$ cat src/rtl/dsc_regs.svh
// constants of the serial converter control link
`ifndef DSC_REGS_SVH
`define DSC_REGS_SVH
`define DSC_WORD_BITS 18
`define DSC_RESET_MID 18'h20000
`define DSC_RESET_ZERO 18'h00000
`define DSC_SIGN_BIT 17
`define DSC_CNT_BITS 5
`define DSC_CTRL_OFS 4'h0
`define DSC_TXDATA_OFS 4'h1
`define DSC_RXDATA_OFS 4'h2
`define DSC_STATUS_OFS 4'h3
`define DSC_DIVIDER_OFS 4'h4
`define DSC_CTRL_RESET 8'h00
`define DSC_DIV_RESET 8'h04
`define DSC_CS_HIGH_NS 60
`define DSC_LOAD_LOW_NS 20
`define DSC_CLK_NS 50
`define DSC_CS_HIGH_CYC ((`DSC_CS_HIGH_NS + `DSC_CLK_NS - 1) / `DSC_CLK_NS)
`define DSC_LOAD_LOW_CYC ((`DSC_LOAD_LOW_NS + `DSC_CLK_NS - 1) / `DSC_CLK_NS)
`endif

$ cat src/rtl/dsc_pkg.sv
// types shared by both ends of the converter link
package dsc_pkg;
    typedef logic [17:0] dsc_word_t;
    typedef enum logic [1:0] {DSC_GAIN_ONE, DSC_GAIN_TWO} dsc_gain_t;
endpackage : dsc_pkg

$ cat src/rtl/dsc_link_if.sv
// serial link between host and converter control
`timescale 1ns/1ps
interface dsc_link_if;
    logic sclk;
    logic sdi;
    logic cs_n;
    logic load_latch_n;
    logic sdo_o;
    logic sdo_oe;
    logic sdo_i;
    modport dev (input sclk, input sdi, input cs_n, input load_latch_n,
        output sdo_o, output sdo_oe);
    modport host (output sclk, output sdi, output cs_n, output load_latch_n,
        input sdo_i);
endinterface : dsc_link_if

$ cat src/rtl/dsc_buf2.sv
// two-entry buffer with valid and ready on both sides
`timescale 1ns/1ps
module dsc_buf2
    import dsc_pkg::*;
(
    input wire logic mclk,
    input wire logic rst,
    input wire logic in_valid,
    output logic in_ready,
    input dsc_word_t in_data,
    output logic out_valid,
    input wire logic out_ready,
    output dsc_word_t out_data
);
    dsc_word_t mem [2];
    logic wr_ptr;
    logic rd_ptr;
    logic [1:0] count;
    logic push;
    logic pop;
    assign in_ready = (count != 2'h2);
    assign out_valid = (count != 2'h0);
    assign push = in_valid && in_ready;
    assign pop = out_valid && out_ready;
    assign out_data = mem[rd_ptr];
    always_ff @(posedge mclk or posedge rst) begin
        if (rst) begin
            wr_ptr <= 1'b0;
            rd_ptr <= 1'b0;
            count <= 2'h0;
        end else begin
            if (push) wr_ptr <= ~wr_ptr;
            if (pop) rd_ptr <= ~rd_ptr;
            if (push && !pop) count <= count + 2'h1;
            else if (pop && !push) count <= count - 2'h1;
        end
    end
    always_ff @(posedge mclk) begin
        if (push) mem[wr_ptr] <= in_data;
    end
endmodule : dsc_buf2

$ cat src/rtl/dsc_device.sv
// converter control end: serial input, readback, latch and straps
// Contract
// - reset loads mid or zero by select
// - gain strap picks buffer gain one or two
// - format select: straight binary or twos complement
// - low reset input reloads the reset value
// - power down grounds the output, no drive
// - shift bits only while chip select low
// - drive output in frame, release when high
// - stand-alone readback shifts out input register
// - daisy-chain readback shifts out shift register
// - output changes after falling clock edge
// - host samples output on rising edge
// - host starts frames with clock low
// - host raises select after last edge, gaps
// - host pulses load after select rises
// - host clocks whole chain in one frame
// - load low keeps latch transparent
`timescale 1ns/1ps
`include "dsc_regs.svh"
module dsc_device
    import dsc_pkg::*;
(
    input wire logic mclk,
    input wire logic rst,
    dsc_link_if.dev link,
    input wire logic reset_n,
    input wire logic reset_value_select,
    input wire logic gain_select,
    input wire logic number_format_select,
    input wire logic power_down_in,
    input wire logic readback_source_select,
    output dsc_word_t latch_code,
    output dsc_word_t dac_code,
    output dsc_gain_t buffer_gain,
    output logic output_driven,
    output logic output_grounded
);
    logic [1:0] sclk_s;
    logic [1:0] sdi_s;
    logic [1:0] cs_s;
    logic [1:0] ld_s;
    logic [1:0] rst_s;
    logic [1:0] rsel_s;
    logic [1:0] gain_s;
    logic [1:0] fmt_s;
    logic [1:0] pd_s;
    logic [1:0] sel_s;
    logic sclk_d;
    logic cs_d;
    logic sclk_rise;
    logic sclk_fall;
    logic cs_rise;
    logic cs_fall;
    logic in_frame;
    logic soft_reset;
    logic [2:0] boot;
    dsc_word_t shift_reg;
    dsc_word_t input_reg;
    dsc_word_t out_shift;
    dsc_word_t reset_code;
    logic out_bit;
    logic buf_valid;
    logic buf_ready;
    dsc_word_t buf_data;

    always_ff @(posedge mclk or posedge rst) begin
        if (rst) begin
            sclk_s <= 2'h0;
            sdi_s <= 2'h0;
            cs_s <= 2'h3;
            ld_s <= 2'h3;
            rst_s <= 2'h3;
            rsel_s <= 2'h0;
            gain_s <= 2'h0;
            fmt_s <= 2'h0;
            pd_s <= 2'h0;
            sel_s <= 2'h0;
        end else begin
            sclk_s <= {sclk_s[0], link.sclk};
            sdi_s <= {sdi_s[0], link.sdi};
            cs_s <= {cs_s[0], link.cs_n};
            ld_s <= {ld_s[0], link.load_latch_n};
            rst_s <= {rst_s[0], reset_n};
            rsel_s <= {rsel_s[0], reset_value_select};
            gain_s <= {gain_s[0], gain_select};
            fmt_s <= {fmt_s[0], number_format_select};
            pd_s <= {pd_s[0], power_down_in};
            sel_s <= {sel_s[0], readback_source_select};
        end
    end
    always_ff @(posedge mclk or posedge rst) begin
        if (rst) begin
            sclk_d <= 1'b0;
            cs_d <= 1'b1;
        end else begin
            sclk_d <= sclk_s[1];
            cs_d <= cs_s[1];
        end
    end

    // power-on load waits for synced straps
    always_ff @(posedge mclk or posedge rst) begin
        if (rst) begin
            boot <= 3'h0;
        end else begin
            boot <= {boot[1:0], 1'b1};
        end
    end

    assign sclk_rise = sclk_s[1] && !sclk_d;
    assign sclk_fall = !sclk_s[1] && sclk_d;
    assign cs_fall = !cs_s[1] && cs_d;
    assign cs_rise = cs_s[1] && !cs_d;
    assign in_frame = !cs_s[1];
    assign soft_reset = !rst_s[1] || !boot[2];

    assign reset_code = rsel_s[1] ? `DSC_RESET_MID : `DSC_RESET_ZERO;

    // sample on rising edge inside a frame only
    always_ff @(posedge mclk or posedge rst) begin
        if (rst) begin
            shift_reg <= `DSC_RESET_ZERO;
        end else if (in_frame && sclk_rise) begin
            shift_reg <= {shift_reg[`DSC_WORD_BITS-2:0], sdi_s[1]};
        end
    end

    // committed word queued on select rise
    dsc_buf2 u_buf (
        .mclk(mclk),
        .rst(rst),
        .in_valid(cs_rise),
        .in_ready(),
        .in_data(shift_reg),
        .out_valid(buf_valid),
        .out_ready(buf_ready),
        .out_data(buf_data)
    );
    assign buf_ready = !soft_reset;

    always_ff @(posedge mclk or posedge rst) begin
        if (rst) begin
            input_reg <= `DSC_RESET_ZERO;
        end else if (soft_reset) begin
            input_reg <= reset_code;
        end else if (buf_valid) begin
            // twos complement flips the sign bit
            input_reg <= buf_data ^ {!fmt_s[1], {(`DSC_WORD_BITS-1){1'b0}}};
        end
    end

    // latch follows input while load is low
    always_ff @(posedge mclk or posedge rst) begin
        if (rst) begin
            latch_code <= `DSC_RESET_ZERO;
        end else if (soft_reset) begin
            latch_code <= reset_code;
        end else if (!ld_s[1]) begin
            latch_code <= input_reg;
        end
    end

    // readback source chosen at frame start and again at each falling edge
    always_ff @(posedge mclk or posedge rst) begin
        if (rst) begin
            out_shift <= `DSC_RESET_ZERO;
            out_bit <= 1'b0;
        end else if (cs_fall) begin
            out_shift <= {(sel_s[1] ? input_reg[`DSC_WORD_BITS-2:0]
                : shift_reg[`DSC_WORD_BITS-2:0]), 1'b0};
            out_bit <= sel_s[1] ? input_reg[`DSC_SIGN_BIT] : shift_reg[`DSC_SIGN_BIT];
        end else if (in_frame && sclk_fall) begin
            // new bit only after a falling edge
            out_bit <= sel_s[1] ? out_shift[`DSC_SIGN_BIT] : shift_reg[`DSC_SIGN_BIT];
            out_shift <= {out_shift[`DSC_WORD_BITS-2:0], 1'b0};
        end
    end

    assign link.sdo_o = out_bit;
    assign link.sdo_oe = in_frame;

    always_ff @(posedge mclk or posedge rst) begin
        if (rst) begin
            buffer_gain <= DSC_GAIN_ONE;
        end else begin
            buffer_gain <= gain_s[1] ? DSC_GAIN_TWO : DSC_GAIN_ONE;
        end
    end

    always_ff @(posedge mclk or posedge rst) begin
        if (rst) begin
            output_driven <= 1'b0;
            output_grounded <= 1'b1;
            dac_code <= `DSC_RESET_ZERO;
        end else begin
            output_driven <= !pd_s[1];
            output_grounded <= pd_s[1];
            dac_code <= pd_s[1] ? `DSC_RESET_ZERO : latch_code;
        end
    end
endmodule : dsc_device

$ cat src/flat_wrapper.sv
// flat-port wrapper written by rule: the top's interface ports become plain ports
module dsc_device_flat import dsc_pkg::*;
  (mclk, rst, reset_n, reset_value_select, gain_select, number_format_select, power_down_in, readback_source_select, latch_code, dac_code, buffer_gain, output_driven, output_grounded, link_sclk, link_sdi, link_cs_n, link_load_latch_n, link_sdo_o, link_sdo_oe);
  dsc_link_if link_i ();
  input wire logic mclk;
  input wire logic rst;
  input wire logic reset_n;
  input wire logic reset_value_select;
  input wire logic gain_select;
  input wire logic number_format_select;
  input wire logic power_down_in;
  input wire logic readback_source_select;
  output dsc_word_t latch_code;
  output dsc_word_t dac_code;
  output dsc_gain_t buffer_gain;
  output logic output_driven;
  output logic output_grounded;
  input wire logic [$bits(link_i.sclk)-1:0] link_sclk;
  input wire logic [$bits(link_i.sdi)-1:0] link_sdi;
  input wire logic [$bits(link_i.cs_n)-1:0] link_cs_n;
  input wire logic [$bits(link_i.load_latch_n)-1:0] link_load_latch_n;
  output wire logic [$bits(link_i.sdo_o)-1:0] link_sdo_o;
  output wire logic [$bits(link_i.sdo_oe)-1:0] link_sdo_oe;
  assign link_i.sclk = link_sclk;
  assign link_i.sdi = link_sdi;
  assign link_i.cs_n = link_cs_n;
  assign link_i.load_latch_n = link_load_latch_n;
  assign link_sdo_o = link_i.sdo_o;
  assign link_sdo_oe = link_i.sdo_oe;
  dsc_device u_core (.mclk(mclk), .rst(rst), .link(link_i), .reset_n(reset_n), .reset_value_select(reset_value_select), .gain_select(gain_select), .number_format_select(number_format_select), .power_down_in(power_down_in), .readback_source_select(readback_source_select), .latch_code(latch_code), .dac_code(dac_code), .buffer_gain(buffer_gain), .output_driven(output_driven), .output_grounded(output_grounded));
endmodule
$ cat config.mk
export PLATFORM = sky130hd
export DESIGN_NAME = dsc_device_flat
export DESIGN_NICKNAME = d
export VERILOG_FILES = /design/src/rtl/dsc_pkg.sv /design/src/rtl/dsc_link_if.sv /design/src/rtl/dsc_buf2.sv /design/src/rtl/dsc_device.sv /design/src/flat_wrapper.sv
export VERILOG_INCLUDE_DIRS = /design/src /design/src/rtl
export SDC_FILE = /design/constraint.sdc
export NUM_CORES = 1
export LEC_CHECK = 0
export BUFFER_PORTS_ARGS = -buffer_cell sky130_fd_sc_hd__buf_2
export CORE_MARGIN = 4
export CORE_UTILIZATION = 40
export DETAILED_ROUTE_END_ITERATION = 6
export PLACE_DENSITY_LB_ADDON = 0.2
export SYNTH_ARGS = -nofsm -noshare
export SYNTH_HDL_FRONTEND = slang
export SYNTH_HIERARCHICAL = 1
export SYNTH_SLANG_ARGS = --single-unit
$ cat constraint.sdc
create_clock -name mclk -period 4.1 [get_ports mclk]
set_clock_uncertainty 0.15 [all_clocks]
set_input_delay 0.205 -clock mclk [delete_from_list [all_inputs] [get_ports mclk]]
set_output_delay 0.205 -clock mclk [all_outputs]
set_load 0.02 [all_outputs]
==> flow_metrics.env, run 1 <==
export IMPL_clk_pin_slew_ns=0.06
export IMPL_switching_share_pct=25.1
export IMPL_core_area_sq_um=14600
export IMPL_power_density_nw_per_um2=582
export IMPL_hold_viol=0
export IMPL_final_max_slew_viol_count=0
export IMPL_synth_seq_cells=158
export IMPL_reg2reg_depth=3
export IMPL_hp_class="in2async"
export IMPL_yosys_warnings=6
export IMPL_period_share_pct=52.4
export IMPL_finalSetupTns_ns=0
export IMPL_setup_worst_path_start="u_core/cs_s[1]"
export IMPL_dr_total_vias=3151
export IMPL_syn2layout_area_growth_pct=18.3
export IMPL_clk_latency_ns=0.41
export IMPL_use_met1_pct=18.3
export IMPL_fin_crit_ns=2.15
export IMPL_htreeDepth=4
export IMPL_initialDrtViolationCount=189
export IMPL_grtUsageTotal_pct=13.0
export IMPL_worstSetupPathType="reg2reg"
export IMPL_syn_nets=403
export IMPL_numCtsBuffers=17
export IMPL_p_total_uw=4100
export IMPL_yosys_area_top_type="dfrtp_1"
export IMPL_final_antenna_net_count=0
export IMPL_antenna_found_initial=0
export IMPL_tightest_slew_ns=0.981
export IMPL_syn_area_sq_um=5960
export IMPL_ys_types=32
export IMPL_cp_required_ns=3.98
export IMPL_grt_pass1_wl_um=16700
export IMPL_clock_fmax_ghz=0.465
export IMPL_end_kind="flip-flop"
export IMPL_arrival_ns=2.03
export IMPL_rows=44
export IMPL_start_kind="flip-flop"
export IMPL_grt_pass1_vias=3117
export IMPL_die_h_um=130
export IMPL_maxCapViolations=0
export IMPL_dpl_cell_area_sq_um=6360
export IMPL_io_pins=54
export IMPL_drtPass1Iterations=7
export IMPL_met2_usage_pct=18.5
export IMPL_post_cts_buffers=0
export IMPL_p_comb_share_pct=14.0
export IMPL_grt_overflow=0
export IMPL_p_int_uw=3070
export IMPL_p_seq_share_pct=49.5
export IMPL_wirelength_um=10100
export IMPL_clkPwrFrac_pct=36.5
export IMPL_setup_viol=0
export IMPL_drc_errors=0
export IMPL_synth_area_top_cells="dfrtp_1, edfxtp_1, mux2i_1, mux2_2, dfstp_2"
export IMPL_layout_common_cells="dfrtp_1, nor2_1, mux2i_1"
export IMPL_status="finished, final reports clean"
export IMPL_initial_core_util_pct=40.8
export IMPL_endpoint="u_core/u_buf/mem[1][5]"
export IMPL_rsz0062_at_grt="no"
export IMPL_vias_per_cell=4.80
export IMPL_final_area_sq_um=7050
export IMPL_globalRouteMet3Util_pct=4.83
export IMPL_p_switching_uw=1030
export IMPL_clockBufferDepth=2
export IMPL_synth_cells=390
export IMPL_dieArea_sq_um=16900
export IMPL_slew_headroom_pct=34.6
export IMPL_fp_dieW_um=130
export IMPL_clock_sinks=158
export IMPL_reg2reg_slack_ns=1.95
export IMPL_worstPathMaxFanout=18
export IMPL_netlist_area_leader_share_pct=47.9
export IMPL_final_net_count=472
export IMPL_tritoncts="done"
export IMPL_r2r_end="u_core/u_buf/mem[1][5]"
export IMPL_drive_above_1_share_pct=28.8
export IMPL_hpwl_um=6650
export IMPL_portBuffers=52
export IMPL_grt_busiest_layer="met2"
export IMPL_synth_seq_area_share_pct=69.5
export IMPL_avgSynthCellArea_sq_um=15.3
export IMPL_top_register="u_core/u_buf/mem"
export IMPL_r2r_start="u_core/cs_s[1]"
export IMPL_cts_root_buffer="clkbuf_16"
export IMPL_place_congestion=0.750
export IMPL_diodes=0
export IMPL_grt_max_degree=80
export IMPL_power_leakage_uw=0.00335
export IMPL_layout_commonest_cell="dfrtp_1"
export IMPL_fillers=1209
export IMPL_peakVddDrop_mv=0.304
export IMPL_largest_reg_flops=36
export IMPL_wl_per_cell_um=15.3
[cell usage after synthesis]
cell type	instances
buf_2	3
inv_1	7
mux2_2	27
a311oi_1	1
nor4bb_1	1
mux2_1	1
dfrtp_1	114
or2_1	1
nand2b_1	3
xor2_1	2
nor3b_1	1
o21ai_2	1
nor2b_1	19
and3_1	1
ha_1	1
xnor2_1	4
mux2i_1	53
conb_1	2
nor3_2	1
nand2_1	3
clkbuf_1	4
a221o_1	16
buf_6	2
a21oi_1	2
nor2_1	55
dfstp_2	8
buf_4	9
buf_12	1
o21ai_0	1
edfxtp_1	36
o211ai_1	1
mux2_4	9
[through the flow]
step	hold WS, ns	setup WS (ns)	utilization, %	instances
floorplan	-0.179	0.629	-	390
global placement	-0.0224	2.04	43.6	613
detailed placement	-0.0132	1.98	43.6	613
CTS	0.0855	1.97	48.3	656
global route	0.122	1.83	48.3	656
finish	0.105	1.95	48.3	656
[cell families after synthesis]
| logic type | Yosys count | synth area share [%] |
|---|---|---|
| DFF | 158 | 69.5 |
| and+or+nand+nor | 85 | 6.63 |
| AOI/OAI and AO/OA | 22 | 3.36 |
| xor gates and xnor gates | 6 | 0.882 |
| other | 2 | 0.126 |
| buffers and inverters | 26 | 2.79 |
| muxes | 90 | 16.5 |
| adders and majority gates | 1 | 0.210 |
[cell type report]
class	instances	area (sq um)	area share [%]
Clock buffer	22	495	7.03
Timing Repair Buffer	69	415	5.89
Tap cell	184	230	3.26
Sequential cell	158	4140	58.8
Clock inverter	10	85.1	1.21
Multi-Input combinational cell	206	1650	23.5
Inverter	7	28.8	0.408
[power groups by stage]
stage | combinational, uW | sequential, uW | clock, uW
2_1_floorplan | 542 | 1970 | 0
3_3_place_gp | 562 | 2060 | 0
3_5_place_dp | 573 | 2060 | 0
4_1_cts | 586 | 2030 | 1550
5_1_grt | 636 | 2060 | 1600
6_report | 575 | 2030 | 1500
[worst min path at each step]
| stage | from | to | depth (start not counted) |
|---|---|---|---|
| after global routing | rst | u_core/u_buf/count[1] | 3 |
| after global placement | rst | u_core/u_buf/count[1] | 2 |
| after detailed placement | rst | u_core/u_buf/count[1] | 2 |
| final | rst | u_core/u_buf/count[1] | 3 |
| after CTS | rst | u_core/u_buf/count[1] | 3 |
| after floorplan | rst | u_core/u_buf/count[0] | 1 |
[critical path, stage by stage (launching register included)]
cell     delay [ns]
dfstp_2        0.61
inv_1          0.10
nor2_1         0.16
and3_1         0.75
[metal layers]
layer	vias up	routed length, um
met5	-	0
met4	0	109
met3	6	597
met2	70	4470
met1	1572	4880
li1	1503	-
[what timing repair did]
action	in CTS	in global routing
endpoints found under the hold margin	84	0
gates resized for setup	0	0
hold buffers	11	0
Power figures use the tool's default switching activity.
==> inputs of run 2 (changes only) <==
Clock period 4.1 ns to 1.97 ns, I/O delays scaled along.
==> run 2 against run 1 <==
Against the previous run: sequential power rose by 100%; power increased by 110%; fmax grew 18%; cell count is 1.1% higher; clock-buffer cell count decreased by 4; hold slack improved by 0.050 ns; via count up 2.0%; die area stayed put; first-iteration DRC count is 5.3% lower; global-route usage up 0.79 points; critical path type unchanged; critical endpoint is now u_core/u_buf/count[1].
==> flow_metrics.env, run 2 (synthesis gave the netlist of run 1 again) <==
export IMPL_finalSetupTns_ns=0
export IMPL_hp_class="in2reg"
export IMPL_worstPathMaxFanout=7
export IMPL_clockBufferDepth=2
export IMPL_min_from="link_sdi"
export IMPL_clock_fmax_ghz=0.547
export IMPL_dr_total_vias=3215
export IMPL_clk_pin_slew_ns=0.06
export IMPL_numCtsBuffers=17
export IMPL_arrival_ns=1.99
export IMPL_vias_per_cell=4.85
export IMPL_diodes=0
export IMPL_post_cts_buffers=0
export IMPL_initial_core_util_pct=40.8
export IMPL_die_h_um=130
export IMPL_end_kind="flip-flop"
export IMPL_rows=44
export IMPL_post_route_util_pct=49.5
export IMPL_syn2layout_area_growth_pct=21.1
export IMPL_grt_max_degree=119
export IMPL_peakVddDrop_mv=0.684
export IMPL_final_antenna_net_count=0
export IMPL_fin_crit_ns=1.83
export IMPL_r2r_start="u_core/cs_s[1]"
export IMPL_layout_commonest_cell="dfrtp_1"
export IMPL_clock_sinks=158
export IMPL_grt_pass1_vias=3369
export IMPL_dieArea_sq_um=16900
export IMPL_place_congestion=0.708
export IMPL_wl_per_cell_um=16.0
export IMPL_top_register="u_core/u_buf/mem"
export IMPL_cts_root_buffer="clkbuf_16"
export IMPL_fp_dieW_um=130
export IMPL_tightest_slew_ns=0.655
export IMPL_io_pins=54
export IMPL_grtUsageTotal_pct=13.8
export IMPL_setup_viol=0
export IMPL_layout_common_cells="dfrtp_1, nor2_1, mux2i_1"
export IMPL_final_max_slew_viol_count=0
export IMPL_p_total_uw=8810
export IMPL_initialDrtViolationCount=179
export IMPL_final_net_count=479
export IMPL_grt_pass1_wl_um=17700
export IMPL_rsz0062_at_grt="no"
export IMPL_hold_viol=0
export IMPL_setup_worst_path_start="u_core/cs_s[1]"
export IMPL_drtPass1Iterations=4
export IMPL_status="finished, final reports clean"
export IMPL_power_density_nw_per_um2=1220
export IMPL_largest_reg_flops=36
export IMPL_cp_required_ns=2.13
export IMPL_drc_errors=0
export IMPL_hpwl_um=6480
export IMPL_power_leakage_uw=0.00342
export IMPL_worstSetupPathType="reg2reg"
export IMPL_slew_headroom_pct=56.3
export IMPL_maxCapViolations=0
export IMPL_portBuffers=52
export IMPL_grt_overflow=0
export IMPL_tritoncts="done"
export IMPL_clk_latency_ns=0.43
export IMPL_drive_above_1_share_pct=30.5
export IMPL_antenna_found_initial=0
export IMPL_start_kind="flip-flop"
export IMPL_core_area_sq_um=14600
export IMPL_period_share_pct=92.8
export IMPL_htreeDepth=4
export IMPL_wirelength_um=10600
run 2: through the flow:
step | std cells | area [sq um] | hold WS, ns | setup slack, ns
finish | 663 | 7220 | 0.155 | 0.142
global route | 663 | 7220 | 0.158 | 0.00462
CTS | 663 | 7220 | 0.140 | 0.0859
detailed placement | 619 | 6490 | -0.113 | 0.119
global placement | 619 | 6490 | -0.119 | 0.168
floorplan | 390 | 5970 | -0.285 | 0.0690
run 2: repair_timing:
action	4_1_cts	5_1_grt
hold endpoints to repair	124	0
hold buffers	12	0
gates resized for setup	0	1
setup endpoints to repair	0	1
run 2: per-layer routing:
layer  GRT usage, %  vias up  wire length [um]
met5              0        -                 0
met4           7.21        0               242
met2           20.8       64              4960
met3           3.85       19               512
li1               -     1518                 -
met1           18.3     1614              4920
run 2: path summary, 6_finish.rpt:
kind / end / cells after the start / slack (ns)
min in group asynchronous: u_core/input_reg[17] / 4 / 0.26
worst min register to register: u_core/boot[2] / 0 / 0.20
worst min-delay path: u_core/sdi_s[0] / 2 / 0.16
max in group asynchronous: u_core/out_shift[6] / 4 / 0.93
worst max-delay path: u_core/u_buf/count[1] / 8 / 0.14
worst max register to register: u_core/u_buf/count[1] / 8 / 0.14
run 2: area by class of cell:
class	instances	area (sq um)
Fill cell	1244	7370
Tap cell	184	230
Multi-Input combinational cell	206	1660
Inverter	7	30.0
Clock inverter	14	154
Timing Repair Buffer	76	546
Clock buffer	18	450
Sequential cell	158	4140
run 2: critical path: stages (launching register included):
cell     delay (ns)
dfstp_2        0.60
inv_1          0.10
nor2_1         0.16
nand2_2        0.11
inv_1          0.08
ha_1           0.16
xor2_1         0.15
nor2_1         0.07
xor2_1         0.13
run 2: power by group:
part           switching [uW]  leakage, uW  internal, uW
Sequential                305      0.00192          3810
Combinational             647      0.00120           748
Clock                    1340     0.000297          1960
